File: src/hw/dac_ref_pkg.sv
// shared constants and types for the converter reference and command logic
// assumes one system clock; serial bus pins arrive asynchronously
`default_nettype none
package dac_ref_pkg;
	localparam int CHANNELS = 8;
	localparam int CODE_W = 12;
	localparam int CMD_W = 24;
	localparam int BYTE_W = 8;
	localparam int CMD_BYTES = 3;
	// command word fields, bit positions inside the 24-bit word
	localparam int NIB_HI = 23;
	localparam int NIB_LO = 20;
	localparam int ACC_HI = 19;
	localparam int ACC_LO = 16;
	localparam int STATIC_ON_POS = 4;
	localparam int FLEX_SEL_POS = 14;
	localparam int FLEX_SUB_HI = 13;
	localparam int FLEX_SUB_LO = 12;
	localparam int PD_MODE_HI = 14;
	localparam int PD_MODE_LO = 13;
	localparam int PD_MASK_LO = 5;
	localparam int CODE_LO = 4;
	localparam logic [3:0] CMD_WRITE_UPDATE = 4'h3;
	localparam logic [3:0] CMD_CHAN_POWER = 4'h4;
	localparam logic [3:0] CMD_REF_STATIC = 4'h8;
	localparam logic [3:0] CMD_REF_FLEX = 4'h9;
	localparam logic [3:0] ACCESS_ALL = 4'hF;
	localparam logic [1:0] FLEX_SUB_AUTO = 2'h0;
	localparam logic [1:0] FLEX_SUB_ON = 2'h1;
	localparam logic [1:0] FLEX_SUB_OFF = 2'h2;
	localparam logic [1:0] PD_MODE_UP = 2'h0;
	localparam logic [CODE_W-1:0] TWOS_FLIP = 12'h800;
	// register port
	localparam int REG_ADDR_W = 4;
	localparam int REG_DATA_W = 32;
	localparam logic [REG_ADDR_W-1:0] REG_CTRL = 4'h0;
	localparam logic [REG_ADDR_W-1:0] REG_STATUS = 4'h4;
	localparam logic [6:0] SLAVE_ADDR_RESET = 7'h48;
	typedef enum logic [1:0] {FLEX_AUTO, FLEX_ON, FLEX_OFF} flex_sel_t;
	typedef struct packed {
		logic      flex_mode;
		flex_sel_t flex_sel;
		logic      static_on;
	} ref_ctrl_t;
	typedef logic [CHANNELS-1:0][CODE_W-1:0] code_bank_t;
endpackage : dac_ref_pkg
`default_nettype wire

File: src/hw/pin_sync.sv
// two-stage synchroniser with edge detection for asynchronous pins
// assumes pins are slow against sys_clk (at least a few samples per level)
`default_nettype none
module pin_sync #(
	parameter int W = 2
) (
	input  wire logic         clk,
	input  wire logic         rst_n,
	input  wire logic [W-1:0] pin,
	output logic      [W-1:0] level,
	output logic      [W-1:0] rise,
	output logic      [W-1:0] fall
);
	logic [W-1:0] meta_reg;
	logic [W-1:0] sync_reg;
	logic [W-1:0] last_reg;

	// idle bus lines are high, so reset to high avoids a false edge
	always_ff @(posedge clk or negedge rst_n) begin
		if (!rst_n) begin
			meta_reg <= '1;
			sync_reg <= '1;
			last_reg <= '1;
		end else begin
			meta_reg <= pin;
			sync_reg <= meta_reg;
			last_reg <= sync_reg;
		end
	end

	assign level = sync_reg;
	assign rise  = sync_reg & ~last_reg;
	assign fall  = ~sync_reg & last_reg;
endmodule : pin_sync
`default_nettype wire

File: src/hw/code_formatter.sv
// registered per-channel code format conversion to straight binary
// assumes format select is already synchronised
`default_nettype none
module code_formatter (
	input  wire logic                    clk,
	input  wire logic                    rst_n,
	input  wire logic                    twos_format,
	input  wire dac_ref_pkg::code_bank_t codes_in,
	output dac_ref_pkg::code_bank_t      codes_out
);
	function automatic logic [dac_ref_pkg::CODE_W-1:0] to_binary(
		input logic [dac_ref_pkg::CODE_W-1:0] c,
		input logic twos
	);
		to_binary = twos ? (c ^ dac_ref_pkg::TWOS_FLIP) : c;
	endfunction : to_binary

	for (genvar i = 0; i < dac_ref_pkg::CHANNELS; i++) begin : g_chan
		always_ff @(posedge clk or negedge rst_n) begin
			if (!rst_n) begin
				codes_out[i] <= '0;
			end else begin
				codes_out[i] <= to_binary(codes_in[i], twos_format);
			end
		end
	end
endmodule : code_formatter
`default_nettype wire

File: src/hw/dac_reference_control.sv
// octal converter command interpreter: serial slave, reference and code control
// assumes a write-only two-wire master; pins are asynchronous to sys_clk
//
// Design decisions made here: the placing of the registers and the address-and-strobe port.
`default_nettype none
module dac_reference_control #(
	parameter int         CHANNELS   = dac_ref_pkg::CHANNELS,
	parameter bit         LEADLESS   = 1'b1,
	parameter logic [6:0] ADDR_RESET = dac_ref_pkg::SLAVE_ADDR_RESET
) (
	input  wire logic                               sys_clk,
	input  wire logic                               resetn,
	input  wire logic                               scl_in,
	input  wire logic                               sda_in,
	output logic                                    sda_out,
	output logic                                    sda_oe,
	input  wire logic                               code_format_select,
	input  wire logic [dac_ref_pkg::REG_ADDR_W-1:0] reg_addr,
	input  wire logic [dac_ref_pkg::REG_DATA_W-1:0] reg_wdata,
	input  wire logic                               reg_wr,
	input  wire logic                               reg_rd,
	output logic      [dac_ref_pkg::REG_DATA_W-1:0] reg_rdata,
	output logic                                    ref_enable,
	output logic                                    shared_reference_pin_oe,
	output logic                                    gain_divider_path_short,
	output logic      [CHANNELS-1:0]                chan_powered,
	output dac_ref_pkg::code_bank_t                 chan_code
);
	if (CHANNELS != dac_ref_pkg::CHANNELS) begin : g_check
		$error("channel count must match the code bank");
	end

	typedef enum logic [1:0] {ST_IDLE, ST_RECV, ST_ACK, ST_IGNORE} bus_state_t;

	logic                           rst_meta_reg;
	logic                           rst_n;
	logic [1:0]                     pin_lvl;
	logic [1:0]                     pin_rise;
	logic [1:0]                     pin_fall;
	logic                           fmt_lvl;
	logic                           scl_rise;
	logic                           scl_fall;
	logic                           bus_start;
	logic                           bus_stop;
	bus_state_t                     state_reg;
	logic [3:0]                     bit_cnt_reg;
	logic [1:0]                     byte_cnt_reg;
	logic [7:0]                     shift_reg;
	logic [dac_ref_pkg::CMD_W-1:0]  cmd_word_reg;
	logic                           cmd_valid_reg;
	logic [6:0]                     slave_addr_reg;
	dac_ref_pkg::ref_ctrl_t         ref_ctrl_reg;
	logic                           ref_on_reg;
	logic                           ref_on_next;
	logic [CHANNELS-1:0]            power_reg;
	dac_ref_pkg::code_bank_t        code_reg;
	logic                           twos_sel;
	logic [3:0]                     cmd_nibble;
	logic [3:0]                     channel_access_nibble;
	logic                           any_up;

	// reset release through two flops
	always_ff @(posedge sys_clk or negedge resetn) begin
		if (!resetn) begin
			rst_meta_reg <= 1'b0;
			rst_n        <= 1'b0;
		end else begin
			rst_meta_reg <= 1'b1;
			rst_n        <= rst_meta_reg;
		end
	end

	pin_sync #(.W(2)) u_bus_sync (
		.clk   (sys_clk),
		.rst_n (rst_n),
		.pin   ({scl_in, sda_in}),
		.level (pin_lvl),
		.rise  (pin_rise),
		.fall  (pin_fall)
	);

	pin_sync #(.W(1)) u_fmt_sync (
		.clk   (sys_clk),
		.rst_n (rst_n),
		.pin   (code_format_select),
		.level (fmt_lvl),
		.rise  (),
		.fall  ()
	);

	assign scl_rise  = pin_rise[1];
	assign scl_fall  = pin_fall[1];
	assign bus_start = pin_lvl[1] & pin_fall[0];
	assign bus_stop  = pin_lvl[1] & pin_rise[0];

	function automatic logic addr_ok(input logic [7:0] b, input logic [6:0] a);
		// reads are not served: a read address is left unacknowledged
		addr_ok = (b[7:1] == a) && !b[0];
	endfunction : addr_ok

	// serial slave receiver
	always_ff @(posedge sys_clk or negedge rst_n) begin
		if (!rst_n) begin
			state_reg    <= ST_IDLE;
			bit_cnt_reg  <= 4'h0;
			byte_cnt_reg <= 2'h0;
			shift_reg    <= 8'h00;
			cmd_word_reg <= 24'h000000;
			sda_oe       <= 1'b0;
		end else if (bus_start) begin
			state_reg    <= ST_RECV;
			bit_cnt_reg  <= 4'h0;
			byte_cnt_reg <= 2'h0;
			sda_oe       <= 1'b0;
		end else if (bus_stop) begin
			state_reg <= ST_IDLE;
			sda_oe    <= 1'b0;
		end else begin
			unique case (state_reg)
				ST_IDLE, ST_IGNORE: begin
				end
				ST_RECV: begin
					if (scl_rise && bit_cnt_reg < 4'h8) begin
						shift_reg   <= {shift_reg[6:0], pin_lvl[0]};
						bit_cnt_reg <= bit_cnt_reg + 4'h1;
					end else if (scl_fall && bit_cnt_reg == 4'h8) begin
						if (byte_cnt_reg == 2'h0 && !addr_ok(shift_reg, slave_addr_reg)) begin
							state_reg <= ST_IGNORE;
						end else begin
							state_reg <= ST_ACK;
							sda_oe    <= 1'b1;
						end
					end
				end
				ST_ACK: begin
					if (scl_fall) begin
						sda_oe      <= 1'b0;
						bit_cnt_reg <= 4'h0;
						state_reg   <= ST_RECV;
						if (byte_cnt_reg != 2'h0) begin
							cmd_word_reg <= {cmd_word_reg[15:0], shift_reg};
						end
						// further words in the same frame start again at byte one
						byte_cnt_reg <= (byte_cnt_reg == 2'h3) ? 2'h1 : byte_cnt_reg + 2'h1;
					end
				end
			endcase
		end
	end

	// a command is released only at the end of its third acknowledged byte
	always_ff @(posedge sys_clk or negedge rst_n) begin
		if (!rst_n) begin
			cmd_valid_reg <= 1'b0;
		end else begin
			cmd_valid_reg <= (state_reg == ST_ACK) && scl_fall && (byte_cnt_reg == 2'h3)
				&& !bus_start && !bus_stop;
		end
	end

	// acknowledge drives low; the line is open drain
	always_ff @(posedge sys_clk or negedge rst_n) begin
		if (!rst_n) begin
			sda_out <= 1'b0;
		end else begin
			sda_out <= 1'b0;
		end
	end

	assign cmd_nibble            = cmd_word_reg[dac_ref_pkg::NIB_HI:dac_ref_pkg::NIB_LO];
	assign channel_access_nibble = cmd_word_reg[dac_ref_pkg::ACC_HI:dac_ref_pkg::ACC_LO];
	assign any_up                = |power_reg;

	// reference control state
	always_ff @(posedge sys_clk or negedge rst_n) begin
		if (!rst_n) begin
			ref_ctrl_reg <= '{flex_mode: 1'b0, flex_sel: dac_ref_pkg::FLEX_OFF, static_on: 1'b0};
		end else if (cmd_valid_reg) begin
			if (cmd_nibble == dac_ref_pkg::CMD_REF_STATIC && !ref_ctrl_reg.flex_mode) begin
				ref_ctrl_reg.static_on <= cmd_word_reg[dac_ref_pkg::STATIC_ON_POS];
			end
			if (cmd_nibble == dac_ref_pkg::CMD_REF_FLEX) begin
				if (!cmd_word_reg[dac_ref_pkg::FLEX_SEL_POS]) begin
					ref_ctrl_reg.flex_mode <= 1'b0;
				end else begin
					unique case (cmd_word_reg[dac_ref_pkg::FLEX_SUB_HI:dac_ref_pkg::FLEX_SUB_LO])
						dac_ref_pkg::FLEX_SUB_AUTO: begin
							ref_ctrl_reg.flex_mode <= 1'b1;
							ref_ctrl_reg.flex_sel  <= dac_ref_pkg::FLEX_AUTO;
						end
						dac_ref_pkg::FLEX_SUB_ON: begin
							ref_ctrl_reg.flex_mode <= 1'b1;
							ref_ctrl_reg.flex_sel  <= dac_ref_pkg::FLEX_ON;
						end
						dac_ref_pkg::FLEX_SUB_OFF: begin
							ref_ctrl_reg.flex_mode <= 1'b1;
							ref_ctrl_reg.flex_sel  <= dac_ref_pkg::FLEX_OFF;
						end
						default: begin
						end
					endcase
				end
			end
		end
	end

	// channel power state, broadcast over a mask
	for (genvar i = 0; i < CHANNELS; i++) begin : g_power
		always_ff @(posedge sys_clk or negedge rst_n) begin
			if (!rst_n) begin
				power_reg[i] <= 1'b1;
			end else if (cmd_valid_reg && cmd_nibble == dac_ref_pkg::CMD_CHAN_POWER
				&& cmd_word_reg[dac_ref_pkg::PD_MASK_LO + i]) begin
				power_reg[i] <= cmd_word_reg[dac_ref_pkg::PD_MODE_HI:dac_ref_pkg::PD_MODE_LO]
					== dac_ref_pkg::PD_MODE_UP;
			end
		end
	end

	// channel code registers; codes are plain 12-bit values
	for (genvar i = 0; i < CHANNELS; i++) begin : g_code
		always_ff @(posedge sys_clk or negedge rst_n) begin
			if (!rst_n) begin
				code_reg[i] <= '0;
			end else if (cmd_valid_reg && cmd_nibble == dac_ref_pkg::CMD_WRITE_UPDATE
				&& (channel_access_nibble == 4'(i)
				|| channel_access_nibble == dac_ref_pkg::ACCESS_ALL)) begin
				code_reg[i] <= cmd_word_reg[dac_ref_pkg::CODE_LO + dac_ref_pkg::CODE_W - 1
					:dac_ref_pkg::CODE_LO];
			end
		end
	end

	always_comb begin
		if (ref_ctrl_reg.flex_mode) begin
			unique case (ref_ctrl_reg.flex_sel)
				dac_ref_pkg::FLEX_ON:   ref_on_next = 1'b1;
				dac_ref_pkg::FLEX_AUTO: ref_on_next = any_up;
				default:                ref_on_next = 1'b0;
			endcase
		end else begin
			ref_on_next = ref_ctrl_reg.static_on & any_up;
		end
	end

	always_ff @(posedge sys_clk or negedge rst_n) begin
		if (!rst_n) begin
			ref_on_reg <= 1'b0;
		end else begin
			ref_on_reg <= ref_on_next;
		end
	end

	// pin drive and gain switch follow the reference one cycle later
	always_ff @(posedge sys_clk or negedge rst_n) begin
		if (!rst_n) begin
			ref_enable              <= 1'b0;
			shared_reference_pin_oe <= 1'b0;
			gain_divider_path_short <= 1'b0;
			chan_powered            <= '1;
		end else begin
			ref_enable              <= ref_on_reg;
			shared_reference_pin_oe <= ref_on_reg;
			gain_divider_path_short <= ref_on_reg;
			chan_powered            <= power_reg;
		end
	end

	// the 16-lead build has no format pin and is fixed to straight binary
	assign twos_sel = LEADLESS ? fmt_lvl : 1'b0;

	code_formatter u_fmt (
		.clk         (sys_clk),
		.rst_n       (rst_n),
		.twos_format (twos_sel),
		.codes_in    (code_reg),
		.codes_out   (chan_code)
	);

	// register port
	always_ff @(posedge sys_clk or negedge rst_n) begin
		if (!rst_n) begin
			slave_addr_reg <= ADDR_RESET;
		end else if (reg_wr && reg_addr == dac_ref_pkg::REG_CTRL) begin
			slave_addr_reg <= reg_wdata[6:0];
		end
	end

	always_ff @(posedge sys_clk or negedge rst_n) begin
		if (!rst_n) begin
			reg_rdata <= '0;
		end else if (reg_rd) begin
			unique case (reg_addr)
				dac_ref_pkg::REG_CTRL:   reg_rdata <= {25'h0, slave_addr_reg};
				dac_ref_pkg::REG_STATUS: reg_rdata <= {19'h0, ref_on_reg, ref_ctrl_reg,
					power_reg};
				default:                 reg_rdata <= '0;
			endcase
		end else begin
			reg_rdata <= '0;
		end
	end
endmodule : dac_reference_control
`default_nettype wire

File: config.mk
export PLATFORM = sky130hd
export DESIGN_NAME = dac_reference_control
export DESIGN_NICKNAME = d
export VERILOG_FILES = /design/src/hw/dac_ref_pkg.sv /design/src/hw/pin_sync.sv /design/src/hw/code_formatter.sv /design/src/hw/dac_reference_control.sv
export SDC_FILE = /design/constraint.sdc
export NUM_CORES = 1
export LEC_CHECK = 0
export BUFFER_PORTS_ARGS = -buffer_cell sky130_fd_sc_hd__buf_4
export CAP_MARGIN = 10
export CORE_ASPECT_RATIO = 0.6
export CORE_UTILIZATION = 52
export CTS_BUF_LIST = sky130_fd_sc_hd__clkbuf_4
export DETAILED_ROUTE_END_ITERATION = 8
export GPL_TIMING_DRIVEN = 1
export PLACE_DENSITY = 0.77
export SYNTH_ARGS = -nofsm -noshare
export SYNTH_HDL_FRONTEND = slang
export SYNTH_SLANG_ARGS = --single-unit
File: constraint.sdc
create_clock -name sys_clk -period 8.2 [get_ports sys_clk]
set_clock_uncertainty 0.05 [all_clocks]
set_input_delay 0.82 -clock sys_clk [delete_from_list [all_inputs] [get_ports sys_clk]]
set_output_delay 0.82 -clock sys_clk [all_outputs]
set_load 0.05 [all_outputs]
==> Word-level counts from Yosys, hierarchy flattened <==
Cells that the tools add are included.
{ "totals": {"reg_bits": 305, "input_bits": 43, "output_inout_bits": 141} }
{ "classes": {"add_sub_neg": 2, "reduce_logical": 63, "n_lt_le_gt_ge": 1, "n_mux": 38, "n_bitwise": 17, "eq_ne": 29} }
{ "op_table": {"columns": ["operator", "count"], "rows": [
  ["$mux 12", 8],
  ["$mux 32", 1],
  ["$logic_and 1x1->1", 28],
  ["$pmux 13 s2", 1],
  ["$eq 4x3->1 const B", 6],
  ["$mux 2", 10],
  ["$eq 4x4->1 const B", 4],
  ["$mux 4", 4],
  ["$ne 4x4->1 const B", 4],
  ["$reduce_and 4->1", 4],
  ["$eq 4x2->1 const B", 3],
  ["$not 1->1", 10],
  ["$reduce_and 5->1", 2],
  ["$mux 1", 9],
  ["$pmux 3 s3", 1],
  ["$logic_not 2->1", 4],
  ["$logic_not 4->1", 2],
  ["$logic_or 1x1->1", 8],
  ["$pmux 4 s2", 1],
  ["$reduce_or 8->1", 1],
  ["$eq 7x7->1", 1],
  ["$eq 2x1->1 const B", 3],
  ["$eq 2x2->1 const B", 3],
  ["$ne 3x3->1 const B", 2],
  ["other kinds (17)", 30]
]} }

==> Depth between registers and ports, before layout <==
Gate-level depths: netlist of run 1.
{ "depth": {"depth_word": 10, "ltp_mapped": 7, "ltp_nobuf": 6} }

==> By module <==
A second synthesis of run 1 with hierarchy kept.
{ "hier_totals": {"cells_unflattened": 648, "area_unflattened_um2": 10343.7} }
{ "by_module_without_submodules": {"columns": ["module", "cells_per_inst", "area_per_inst_um2", "seq_area_each_um2", "n_inst"], "rows": [
  ["dac_reference_control", 528, 7573.5, 4578.1, 1],
  ["code_formatter", 105, 2483.6, 2402.3, 1],
  ["pin_sync (u_bus_sync)", 10, 192.7, 157.7, 1],
  ["pin_sync (u_fmt_sync)", 5, 93.8, 78.8, 1]
]} }

==> Worst setup path before layout of run 1 <==
OpenSTA, ideal clock, no wires.
{ "synth_timing": {"kind": "reg2reg", "startpoint": "register state_reg[0]", "endpoint": "register cmd_word_reg[10] (netlist name)", "path_stages_with_launch": 7, "setup_time_ps": 125, "n_path_buf": 1, "slack_ps": 6292, "arrival_time_ps": 1733, "required_ps": 8025, "cell_sequence": "dfrtp_1 -> inv_1 -> ha_1 -> nand3b_1 -> nor2_2 -> buf_4 -> mux2_2"} }
{ "synth_between": {"elab_chain_cells": 2} }
{ "synth_lines": {"columns": ["item", "line_no", "rtl"], "rows": [
  ["start: declaration", "dac_reference_control.sv:45", "bus_state_t state_reg;"],
  ["start signal: assignment", "dac_reference_control.sv:104", "state_reg <= ST_IDLE;"],
  ["start signal: assignment", "dac_reference_control.sv:111", "state_reg <= ST_RECV;"],
  ["start signal: assignment", "dac_reference_control.sv:116", "state_reg <= ST_IDLE;"],
  ["$eq 2x2->1", "dac_reference_control.sv:119", "unique case (state_reg)"],
  ["$reduce_and 5->1 (no source line)", null, null],
  ["end signal: assignment", "dac_reference_control.sv:141", "cmd_word_reg <= {cmd_word_reg[15:0], shift_reg};"],
  ["end: declaration", "dac_reference_control.sv:49", "logic [dac_ref_pkg::CMD_W-1:0] cmd_word_reg;"]
]} }
No other way between the ends.
A chain may end at the register's enable or synchronous reset.

==> Final worst setup path of run 1 <==
{ "layout_timing": {"startpoint": "register cmd_word_reg[17] (netlist name)", "endpoint": "register code_reg[0] (netlist name)"} }
{ "layout_between": {"elab_chain_cells": 3, "word_cells_on_any_way": 4} }
{ "layout_lines": {"columns": ["item", "line_no", "rtl"], "rows": [
  ["$eq 4x4->1 / $logic_not 4->1 (equally long branches)", "dac_reference_control.sv:227, dac_reference_control.sv:226", null],
  ["$logic_or 1x1->1 *", "dac_reference_control.sv:227", "|| channel_access_nibble == dac_ref_pkg::ACCESS_ALL)) begin"],
  ["$logic_and 1x1->1 *", "dac_reference_control.sv:226", "&& (channel_access_nibble == 4'(i)"],
  ["end signal: indexed assignment", "dac_reference_control.sv:228", "code_reg[i] <= cmd_word_reg[dac_ref_pkg::CODE_LO + dac_ref_pkg::CODE_W - 1"],
  ["end: declaration", "dac_reference_control.sv:56", "dac_ref_pkg::code_bank_t code_reg;"]
]} }
Mark *: on every way between the ends. The rest lies on a longest branch, timed or not.

==> run summary, run 1 <==
Comb power frac - 0.089
Clock Sinks - 286
RSZ-0062 raised after global routing - false
M3 GR Usage - 0.0565
Global-route usage over all layers - 0.203
Syn Area/Cell - 16.5 um^2
Die Wd - 186 um
Final setup viols - 0
Die area - 20900 um^2
WP buf/inv - 0
Antenna Cells - 0
Final worst path period share - 0.285
Cell Area, Placed - 11700 um^2
CTS tree - done
Total of max-cap violations - 0
Met2 Use GR - 0.297
Sw frac - 0.257
Final Slew Violations - 0
Crit end category - flop
RePlAce Congestion - 0.766
Setup slack after layout - 5.86 ns
Routed wire per std cell - 18.0 um
Register bit count reported by yosys - 286
Vias - 5703
Worst skew pair latency - 0.66 ns
Internal - 2.16 mW
Vias in the first global route - 6014
Mapped Cells - 642
Final routed DRC violation total - 0
Total wire length - 20.3 mm
Fmax - 427 MHz
Critical path launch point type - flop
Busiest layer in global routing - met1
TNS Setup - 0 ns
Max-slew headroom - 0.228
Iteration-0 DRC count of the detailed router - 291
Worst-path clk slew - 0.07 ns
Min Tclk post-route - 2.34 ns
CTS max path bufs - 3
GR Overflow Total - 0
PD cells - 232 nW/um^2
HP Class - input pin to flop
Outcome - complete, no violations
Leak pwr - 6.51 nW
IO Port Bufs - 138
Starting Density - 0.543
Post-route cell area - 12500 um^2
Vias per inst - 5.05
Arrival time worst endpoint - 2.81 ns
Post-place setup slack - 5.56 ns
EDFF count, synth - 0
CP Class - flop to flop
CP required - 8.67 ns
Synth unique cells - 59
Mapped cell area - 10600 um^2
Part of the power in the clock network - 0.378
Grt met1 use - 0.300
Total CTS buffers - 61
Largest delay share family, worst path - simple AND/OR/NAND/NOR gates
Reg power frac - 0.533
Core footprint - 19500 um^2
HPWL after DPL - 13.0 mm
Max FO, Critical Path - 12
Number of H-tree levels - 2
CTS root buf - clkbuf_4
Share of cells above drive strength 1 - 0.501
Initial antenna violation count - 0
Slew @ Worst Pin - 1.16 ns
CP max stage delay - 0.62 ns
Yosys warnings - 0
Largest net degree at the start of global routing - 205
Most frequent cells in the layout - dfrtp_1 (258), buf_4 (138), clkbuf_4 (100)
Routed Antenna Nets - 0
Sequential share of the synthesized area - 0.680
Main flop type after synthesis - dfrtp_1
# rows - 39
First-pass GRT wire length - 32.6 mm
FF-to-FF setup slack - 5.86 ns
Post-synth ARST share - 1.00
DRT Pass-1 Iters - 4
Area grow syn2layout - 18.4%
Peak VDD IR - 0.108 mV
Die Span Y - 112 um
IO Pins - 184
Post-layout net count - 869
Sw power - 747 uW
Cell Chain, Critical Path - or4_1 > a21boi_4 > mux2_2
Slowest CP cell - or4_1
Final hold violations - 0
Commonest non-fill, non-tap cell in the layout - dfrtp_1
## synthesized netlist by cell type, types with 2 or more instances
cell | n | area [um^2]
nand2_1 | 19 | 71.3
and4_4 | 3 | 33.8
nand2b_1 | 2 | 12.5
nor3b_1 | 3 | 22.5
nand3_2 | 2 | 20.0
nand3_1 | 9 | 45.0
nor4_1 | 2 | 12.5
nor2b_1 | 2 | 12.5
dfrtp_1 | 259 | 6480
nand3b_1 | 4 | 30.0
o21ai_0 | 8 | 40.0
ha_1 | 11 | 138
or2_2 | 2 | 12.5
xor2_1 | 12 | 105
inv_1 | 10 | 37.5
o21ai_1 | 2 | 10.0
clkbuf_1 | 13 | 48.8
conb_1 | 2 | 7.51
buf_2 | 4 | 20.0
a22o_1 | 7 | 61.3
o31ai_1 | 2 | 15.0
buf_4 | 24 | 180
mux2_2 | 83 | 935
nor2_1 | 9 | 33.8
xnor2_1 | 6 | 52.6
or4_1 | 2 | 15.0
nand4_1 | 4 | 25.0
mux2_4 | 60 | 901
and2_1 | 7 | 43.8
a21o_1 | 2 | 15.0
buf_12 | 4 | 80.1
dfstp_2 | 27 | 709
nor3_1 | 3 | 15.0
buf_6 | 5 | 56.3
and3_1 | 2 | 12.5
a21oi_1 | 3 | 15.0
## cell type report
cell class	count	area, um^2
Clock inverter	11	73.8
Tap cell	266	333
Sequential cell	286	7190
Inverter	10	37.5
Clock buffer	100	751
Fill cell	1378	6950
Timing Repair Buffer	142	1100
Multi-Input combinational cell	314	3030
## layer usage
| metal | share of wire | wire (um) | vias up |
|---|---|---|---|
| met3 | 0.062 | 1260 | 28 |
| met1 | 0.48 | 9800 | 2940 |
| met2 | 0.45 | 9060 | 182 |
| met4 | 0.011 | 220 | 0 |
| li1 | - | - | 2553 |
| met5 | 0 | 0 | - |
## what timing repair did
action | CTS | global route
gates resized for setup | 0 | 0
hold buffers | 1 | 0
endpoints found under the hold margin | 2 | 0
setup buffers | 0 | 0
## per-stage QoR
| stage | total power [mW] | cells | hold slack (ns) | util |
|---|---|---|---|---|
| 4_1_cts | 2.94 | 1127 | 0.180 | 0.641 |
| 2_1_floorplan | 1.76 | 661 | 0.281 | - |
| 5_1_grt | 3.05 | 1129 | 0.163 | 0.643 |
| 3_3_place_gp | 1.81 | 1015 | 0.290 | 0.599 |
| 6_report | 2.91 | 1129 | 0.238 | 0.643 |
| 3_5_place_dp | 1.83 | 1015 | 0.289 | 0.599 |
## worst paths after layout
check	end	from	depth (start not counted)
worst max register to register	code_reg[0]	cmd_word_reg[17]	3
worst max-delay path	code_reg[0]	cmd_word_reg[17]	3
max in group asynchronous	bit_cnt_reg[0]	rst_n	1
worst min-delay path	u_bus_sync.meta_reg[1]	scl_in	1
min in group asynchronous	code_reg[3]	rst_n	0
worst min register to register	rst_n	rst_meta_reg	0
## cell families (layout without fill, tap and decap cells)
group                    count (synthesis)  after routing  synth area share
XOR/XNOR                                18             18            0.0149
AND/OR/NAND/NOR                         84             84            0.0495
other                                    2             21          0.000710
AO/OA/AOI/OAI                           36             36            0.0273
multiplexers                           144            144             0.175
flip-flops                             286            286             0.680
buffers and inverters                   61            263            0.0403
adder cells (fa/ha/maj)                 11             11            0.0130
## power by group through the flow
| stage | combinational (mW) | sequential [mW] | clock, mW |
|---|---|---|---|
| 2_1_floorplan | 0.190 | 1.57 | 0 |
| 3_3_place_gp | 0.238 | 1.57 | 0 |
| 3_5_place_dp | 0.257 | 1.58 | 0 |
| 4_1_cts | 0.259 | 1.55 | 1.13 |
| 5_1_grt | 0.289 | 1.56 | 1.21 |
| 6_report | 0.259 | 1.55 | 1.10 |
(Power assumes the default switching activity.)
==> run 2, diff against run 1 <==
- ABC_AREA: unset -> 1
- clock period: 8.2 -> 1.88 ns (I/O delays scaled with it)
==> run 2 against run 1 <==
  * Core utilization rose by 2.2 points
  * First-iteration DRC count rose by 93%
  * Non-clock buffer count rose by 38
  * Largest power group unchanged
  * Highest routed layer unchanged
  * Critical path type is now input pin to flop
==> run summary, run 2 <==
Outcome - complete, no violations (unchanged)
Area grow syn2layout - 23.1% (was 18.4%)
Vias - 6731 (was 5703)
Max-slew headroom - 0.587 (was 0.228)
Total CTS buffers - 59 (was 61)
DRT Pass-1 Iters - 7 (was 4)
Reg power frac - 0.528 (was 0.533)
Crit end category - flop (unchanged)
Arrival time worst endpoint - 2.19 ns (was 2.81 ns)
Syn Area/Cell - 11.5 um^2 (was 16.5 um^2)
CP max stage delay - 0.65 ns (was 0.62 ns)
Final hold violations - 0 (unchanged)
Yosys warnings - 0 (unchanged)
Post-synthesis compound-gate area fraction - 0.0928 (was 0.0273)
Hold Startpoint - reg_wr (was scl_in)
Largest cells by area after synthesis - dfrtp_1 (65%), dfstp_2 (7.1%), nand2_1 (6.9%), o21ai_0 (6.9%), inv_1 (2.5%) (was dfrtp_1 (61%), mux2_2 (8.8%), mux2_4 (8.5%), dfstp_2 (6.7%), buf_4 (1.7%))
Worst reg-to-reg path cell count - 5 (was 3)
Cell Chain, Critical Path - dlygate4sd3_1 > buf_4 > nor4_4 > buf_4 > dlygate4sd3_1 > nand3_1 > o21ai_0 (was or4_1 > a21boi_4 > mux2_2)
Comb power frac - 0.123 (was 0.089)
Sw frac - 0.281 (was 0.257)
Post-Synth Adder-Cell Area - 0.0139 (was 0.0130)
Max layer used - met4 (unchanged)
Design Power - 12.7 mW (was 2.91 mW)
Hold slack - 0.0356 ns (was 0.238 ns)
Commonest non-fill, non-tap cell in the layout - dfrtp_1 (unchanged)
Min Tclk post-route - 1.68 ns
Die area - 19700 um^2 (was 20900 um^2)
Slew @ Worst Pin - 0.618 ns (was 1.16 ns)
Post-Synth Simple-Gate Area - 0.106 (was 0.0496)
Number of H-tree levels - 2 (unchanged)
Iteration-0 DRC count of the detailed router - 562 (was 291)
Synth unique cells - 27 (was 59)
Post-CTS setup buffers - 0 (unchanged)
Register bit count reported by yosys - 286 (unchanged)
HP Class - input pin to flop (unchanged)
Sw power - 3.58 mW (was 747 uW)
Peak VDD IR - 0.552 mV (was 0.108 mV)
CP required - 2.39 ns (was 8.67 ns)
Clock Sinks - 286 (unchanged)
Die Wd - 180 um (was 186 um)
Cell taking the most area after synthesis - dfrtp_1 (unchanged)
Routed wire per std cell - 15.5 um (was 18.0 um)
Worst-path clk slew - 0.07 ns (about the same)
Most frequent cells after synthesis - dfrtp_1 (259), nand2_1 (183), o21ai_0 (137) (was dfrtp_1 (259), mux2_2 (83), mux2_4 (60))
FF-to-FF setup slack - 0.21 ns (was 5.86 ns)
CTS tree - done (unchanged)
Core footprint - 18400 um^2 (was 19500 um^2)
Total of max-cap violations - 0 (unchanged)
Most numerous cell in the Yosys netlist - dfrtp_1 (unchanged)
CTS max path bufs - 3 (unchanged)
RSZ-0062 raised after global routing - false (unchanged)
Post-layout net count - 1125 (was 869)
TNS Setup - 0 ns (unchanged)
RePlAce Congestion - 0.809 (was 0.766)
Total wire length - 21.0 mm (was 20.3 mm)
Post-synth ARST share - 1.00 (unchanged)
Fmax - 595 MHz
Post-synthesis xor/xnor area fraction - 0.00705 (was 0.0149)
Routed Antenna Nets - 0 (unchanged)
Most frequent cells in the layout - dfrtp_1 (258), nand2_1 (183), buf_4 (157) (was dfrtp_1 (258), buf_4 (138), clkbuf_4 (100))
Slowest CP cell - dlygate4sd3_1 (was or4_1)
Met2 wire length - 8.77 mm (was 9.06 mm)
IO Pins - 184 (unchanged)
WHS Path Cells - 4 (was 1)
Share of cells above drive strength 1 - 0.264 (was 0.501)
Setup slack after layout - 0.199 ns (was 5.86 ns)
Combinational family with the most area after synthesis - simple AND/OR/NAND/NOR gates (was multiplexers)
HPWL after DPL - 14.2 mm (was 13.0 mm)
Initial antenna violation count - 0 (unchanged)
Vias per inst - 4.96 (was 5.05)
Final routed DRC violation total - 0 (unchanged)
IO Port Bufs - 138 (unchanged)
Part of the power in the clock network - 0.349 (was 0.378)
Max FO, Critical Path - 6 (was 12)
Die Span Y - 109 um (was 112 um)
Main flop type after synthesis - dfrtp_1 (unchanged)
Largest net degree at the start of global routing - 76 (was 205)
Final worst path period share - 0.894
Global-route usage over all layers - 0.224 (was 0.203)
Mapped cell area - 9930 um^2 (was 10600 um^2)
Post-place setup slack - 0.193 ns (was 5.56 ns)
Sequential share of the synthesized area - 0.724 (was 0.680)
EDFF count, synth - 0 (unchanged)
RR Startpoint - cmd_word_reg[23] (was cmd_word_reg[17])
Starting Density - 0.540 (was 0.543)
Worst skew pair latency - 0.65 ns (was 0.66 ns)
Reg2reg end - code_reg[86] (was code_reg[0])
CP Class - input pin to flop (was flop to flop)
GR Overflow Total - 0 (unchanged)
Worst Hold Endpoint - slave_addr_reg[3] (was u_bus_sync.meta_reg[1])
First-pass GRT wire length - 33.9 mm (was 32.6 mm)
WL met1 - 9.73 mm (was 9.80 mm)
Synth top area share - 0.652 (was 0.613)
Mux share of post-synthesis cell area - 0 (was 0.175)
PD cells - 1040 nW/um^2 (was 232 nW/um^2)
Internal - 9.16 mW (was 2.16 mW)
Vias in the first global route - 6480 (was 6014)
Final Slew Violations - 0 (unchanged)
Final setup viols - 0 (unchanged)
CTS root buf - clkbuf_4 (unchanged)
Post-layout util - 0.665 (was 0.643)
# rows - 38 (was 39)
Critical path launch point type - input pin (was flop)
Mapped Cells - 864 (was 642)
WL met3 - 2.32 mm (was 1.26 mm)
Leak pwr - 6.22 nW (was 6.51 nW)
-- run 2: changes by cell type after synthesis, sizes merged, moves of 7 or more --
cell,change
and2,-7
a21oi,+19
nand3,+13
a22o,-7
nor2,+26
nand2,+163
inv,+56
a31oi,+8
o21ai,+138
mux2,-144
-- run 2: metrics by stage --
| stage | instances | instance area [um^2] |
|---|---|---|
| after floorplan | 883 | 10000 |
| after global placement | 1233 | 11300 |
| after detailed placement | 1233 | 11300 |
| after CTS | 1354 | 12200 |
| after global routing | 1355 | 12200 |
| final | 1356 | 12200 |
-- run 2: power by group through the flow --
stage	registers (mW)	logic, mW	clock network [mW]
after CTS	6.72	1.57	4.58
after floorplan	6.91	0.929	0
final	6.72	1.57	4.45
after global routing	6.76	1.77	4.91
after detailed placement	6.83	1.54	0
after global placement	6.82	1.49	0
-- run 2: cell type report --
class	count	area (um^2)
fill	1375	6170
sequential	286	7190
multi-input combinational	477	2270
tap	240	300
timing repair buffer	180	1470
inverter	67	251
antenna	1	2.50
clock buffer	93	698
clock inverter	12	51.3
-- run 2: logic make-up (layout without fill, tap and decap cells) --
kind of cell,after synthesis,after routing
buffers and inverters,120,352
other,2,22
DFF,286,286
adders and majority gates,11,11
xor gates and xnor gates,8,8
AOI/OAI and AO/OA,181,181
and+or+nand+nor,256,256
-- run 2: critical path: cells and delay by family --
family	cells	cell delay, ns
compound gates	1	0.10
buf+inv	4	1.50
simple gates	2	0.40
-- run 2: per-layer routing --
metal / up-vias / global-route usage
li1: 3193 / -
met1: 3255 / 0.326
met2: 261 / 0.310
met3: 22 / 0.0945
met5: - / 0
met4: 0 / 0.0531
-- run 2: worst max path at each step --
stage                endpoint  depth (start not counted)                 from
5_1_grt          code_reg[64]                          5     cmd_word_reg[23]
2_1_floorplan  bit_cnt_reg[0]                          0                rst_n
3_5_place_dp           sda_oe                          9  u_bus_sync.level[1]
6_report         reg_rdata[4]                          7          reg_addr[3]
4_1_cts          reg_rdata[3]                          8          reg_addr[0]
3_3_place_gp     code_reg[89]                          5     cmd_word_reg[23]
-- run 2: what timing repair did --
action,in CTS,in global routing
endpoints found under the setup margin,0,5
resized for setup,0,2
hold buffers,16,2
endpoints found under the hold margin,19,6
==> run 3, diff against run 2 <==
- CORE_ASPECT_RATIO: 0.6 -> 1.5
- RECOVER_POWER: unset -> 100
==> run 3 against run 2 <==
  * Design area fell by 2.1%
  * Sequential share of layout area up 1.2 points
  * Count of clock-buffer cells in the layout increased by 12
  * Combinational power decreased by 4%
  * Core utilization down 2.2 points
  * Power is 1.6% higher
  * Critical endpoint is now cmd_word_reg[10]
  * Largest cell class unchanged
  * Highest routed layer unchanged
==> run summary, run 3 (synthesis gave the netlist of run 2 again) <==
Worst-path clk slew - 0.07 ns (about the same)
Cell Chain, Critical Path - inv_1 > nor2_1 > inv_1 > nor2_1 > nand2_1 > clkbuf_4 > nor2_1 > a21oi_1 (was dlygate4sd3_1 > buf_4 > nor4_4 > buf_4 > dlygate4sd3_1 > nand3_1 > o21ai_0)
Vias in the first global route - 6472 (was 6480)
Final routed DRC violation total - 0 (unchanged)
Max FO, Critical Path - 48 (was 6)
# rows - 61 (was 38)
Critical path launch point type - flop (was input pin)
Post-CTS setup buffers - 0 (unchanged)
HPWL after DPL - 12.7 mm (was 14.2 mm)
Vias per inst - 4.82 (was 4.96)
PD cells - 1080 nW/um^2 (was 1040 nW/um^2)
IO Pins - 184 (unchanged)
Final setup viols - 0 (unchanged)
Area grow syn2layout - 20.6% (was 23.1%)
CTS max path bufs - 3 (unchanged)
Worst skew pair latency - 0.66 ns (was 0.65 ns)
Hold slack - 0.0690 ns (was 0.0356 ns)
Total wire length - 19.6 mm (was 21.0 mm)
Dpl cells - 1239 (was 1233)
Most frequent cells in the layout - dfrtp_1 (259), nand2_1 (183), o21ai_0 (142) (was dfrtp_1 (258), nand2_1 (183), buf_4 (157))
First-pass GRT wire length - 31.0 mm (was 33.9 mm)
Starting Density - 0.533 (was 0.540)
Most frequent CP cell - nor2_1
Max-slew headroom - 0.405 (was 0.587)
IO Port Bufs - 138 (unchanged)
CP Class - flop to flop (was input pin to flop)
WP buf/inv - 3 (was 4)
Die area - 19700 um^2 (about the same)
Iteration-0 DRC count of the detailed router - 338 (was 562)
Die Wd - 115 um (was 180 um)
Share of cells above drive strength 1 - 0.244 (was 0.264)
CP max stage delay - 0.51 ns (was 0.65 ns)
RSZ-0062 raised after global routing - false (unchanged)
Total CTS buffers - 67 (was 59)
Non-Filler Instances - 1382 (was 1356)
Core footprint - 18600 um^2 (was 18400 um^2)
Fmax - 580 MHz (was 595 MHz)
CP required - 2.32 ns (was 2.39 ns)
DRT Pass-1 Iters - 7 (unchanged)
Commonest non-fill, non-tap cell in the layout - dfrtp_1 (unchanged)
Final worst path period share - 0.917 (was 0.894)
Routed wire per std cell - 14.2 um (was 15.5 um)
Crit end category - flop (unchanged)
CTS root buf - clkbuf_4 (unchanged)
Post-layout net count - 1136 (was 1125)
Global-route usage over all layers - 0.208 (was 0.224)
Die Span Y - 171 um (was 109 um)
Largest delay share family, worst path - flip-flops (was buffers and inverters)
M3 GR Usage - 0.0462 (was 0.0945)
Total of max-cap violations - 0 (unchanged)
Leak pwr - 6.13 nW (was 6.22 nW)
Largest net degree at the start of global routing - 86 (was 76)
RePlAce Congestion - 0.870 (was 0.809)
Peak VDD IR - 0.545 mV (was 0.552 mV)
Busiest layer in global routing - met2 (was met1)
Initial antenna violation count - 1 (was 0)
Met2 Use GR - 0.365 (was 0.310)
Clock Sinks - 286 (unchanged)
Arrival time worst endpoint - 2.17 ns (was 2.19 ns)
Slowest CP cell - dfstp_2 (was dlygate4sd3_1)
Final Slew Violations - 0 (unchanged)
Slew @ Worst Pin - 0.893 ns (was 0.618 ns)
Final hold violations - 0 (unchanged)
Routed Antenna Nets - 0 (unchanged)
Outcome - complete, no violations (unchanged)
Min Tclk post-route - 1.72 ns (was 1.68 ns)
Number of H-tree levels - 3 (was 2)
Fillers - 1568 (was 1375)
Vias - 6655 (was 6731)
GR Overflow Total - 0 (unchanged)
HP Class - input pin to flop (unchanged)
CTS tree - done (unchanged)
Grt met1 use - 0.240 (was 0.326)
## run 3: changes by cell type in the layout (fill, tap and decap cells not counted), sizes merged
cell         delta
clkinvlp        +2
dlygate4sd3     +9
inv             -1
clkinv          -2
clkbuf        +142
buf           -136
## run 3: path summary, 6_finish.rpt
| path | from | end | slack (ns) | depth (start not counted) |
|---|---|---|---|---|
| max in group asynchronous | rst_n | u_fmt.codes_out[6] | 0.27 | 1 |
| worst max register to register | u_bus_sync.last_reg[1] | cmd_word_reg[10] | 0.16 | 8 |
| worst min register to register | code_reg[69] | u_fmt.codes_out[69] | 0.29 | 0 |
| min in group asynchronous | rst_n | reg_rdata[2] | 0.31 | 0 |
| worst max-delay path | u_bus_sync.last_reg[1] | cmd_word_reg[10] | 0.16 | 8 |
| worst min-delay path | reg_addr[2] | reg_rdata[11] | 0.07 | 3 |
## run 3: what timing repair did
item                                    4_1_cts  5_1_grt
gates resized for setup                       0        1
endpoints found under the setup margin        0        1
hold endpoints to repair                     22        5
hold buffers                                 25        1
## run 3: final cells by class
type	instances	area [um^2]	share of cell area
tap	252	315	0.0263
clock inverter	11	48.8	0.00407
multi-input combinational	477	2260	0.189
clock buffer	105	788	0.0658
inverter	67	251	0.0210
antenna	1	2.50	0.000209
timing repair buffer	183	1120	0.0935
sequential	286	7190	0.600
## run 3: metal layers
layer	up-vias	wire length (um)
met2	181	10600
li1	3225	-
met3	29	934
met5	-	0
met4	0	424
met1	3220	7580
## run 3: worst min-delay path: stages
cell and delay [ns]:
buf_4 0.12, nand3_1 0.35, nor2_1 0.07
## run 3: through the flow
step	setup WS (ns)	total power [mW]	cell area, um^2	setup TNS, ns	utilization
2_1_floorplan	-1.01	7.83	10000	-269.20	-
4_1_cts	0.169	13.1	12300	0	0.662
3_3_place_gp	0.223	8.23	11200	0	0.604
5_1_grt	0.0115	13.7	12000	0	0.643
6_report	0.155	12.9	12000	0	0.643
3_5_place_dp	0.182	8.30	11200	0	0.604
## run 3: report_power, final
group	switching (mW)	internal [mW]
logic	1.08	0.418
clock network	2.20	2.53
registers	0.237	6.47
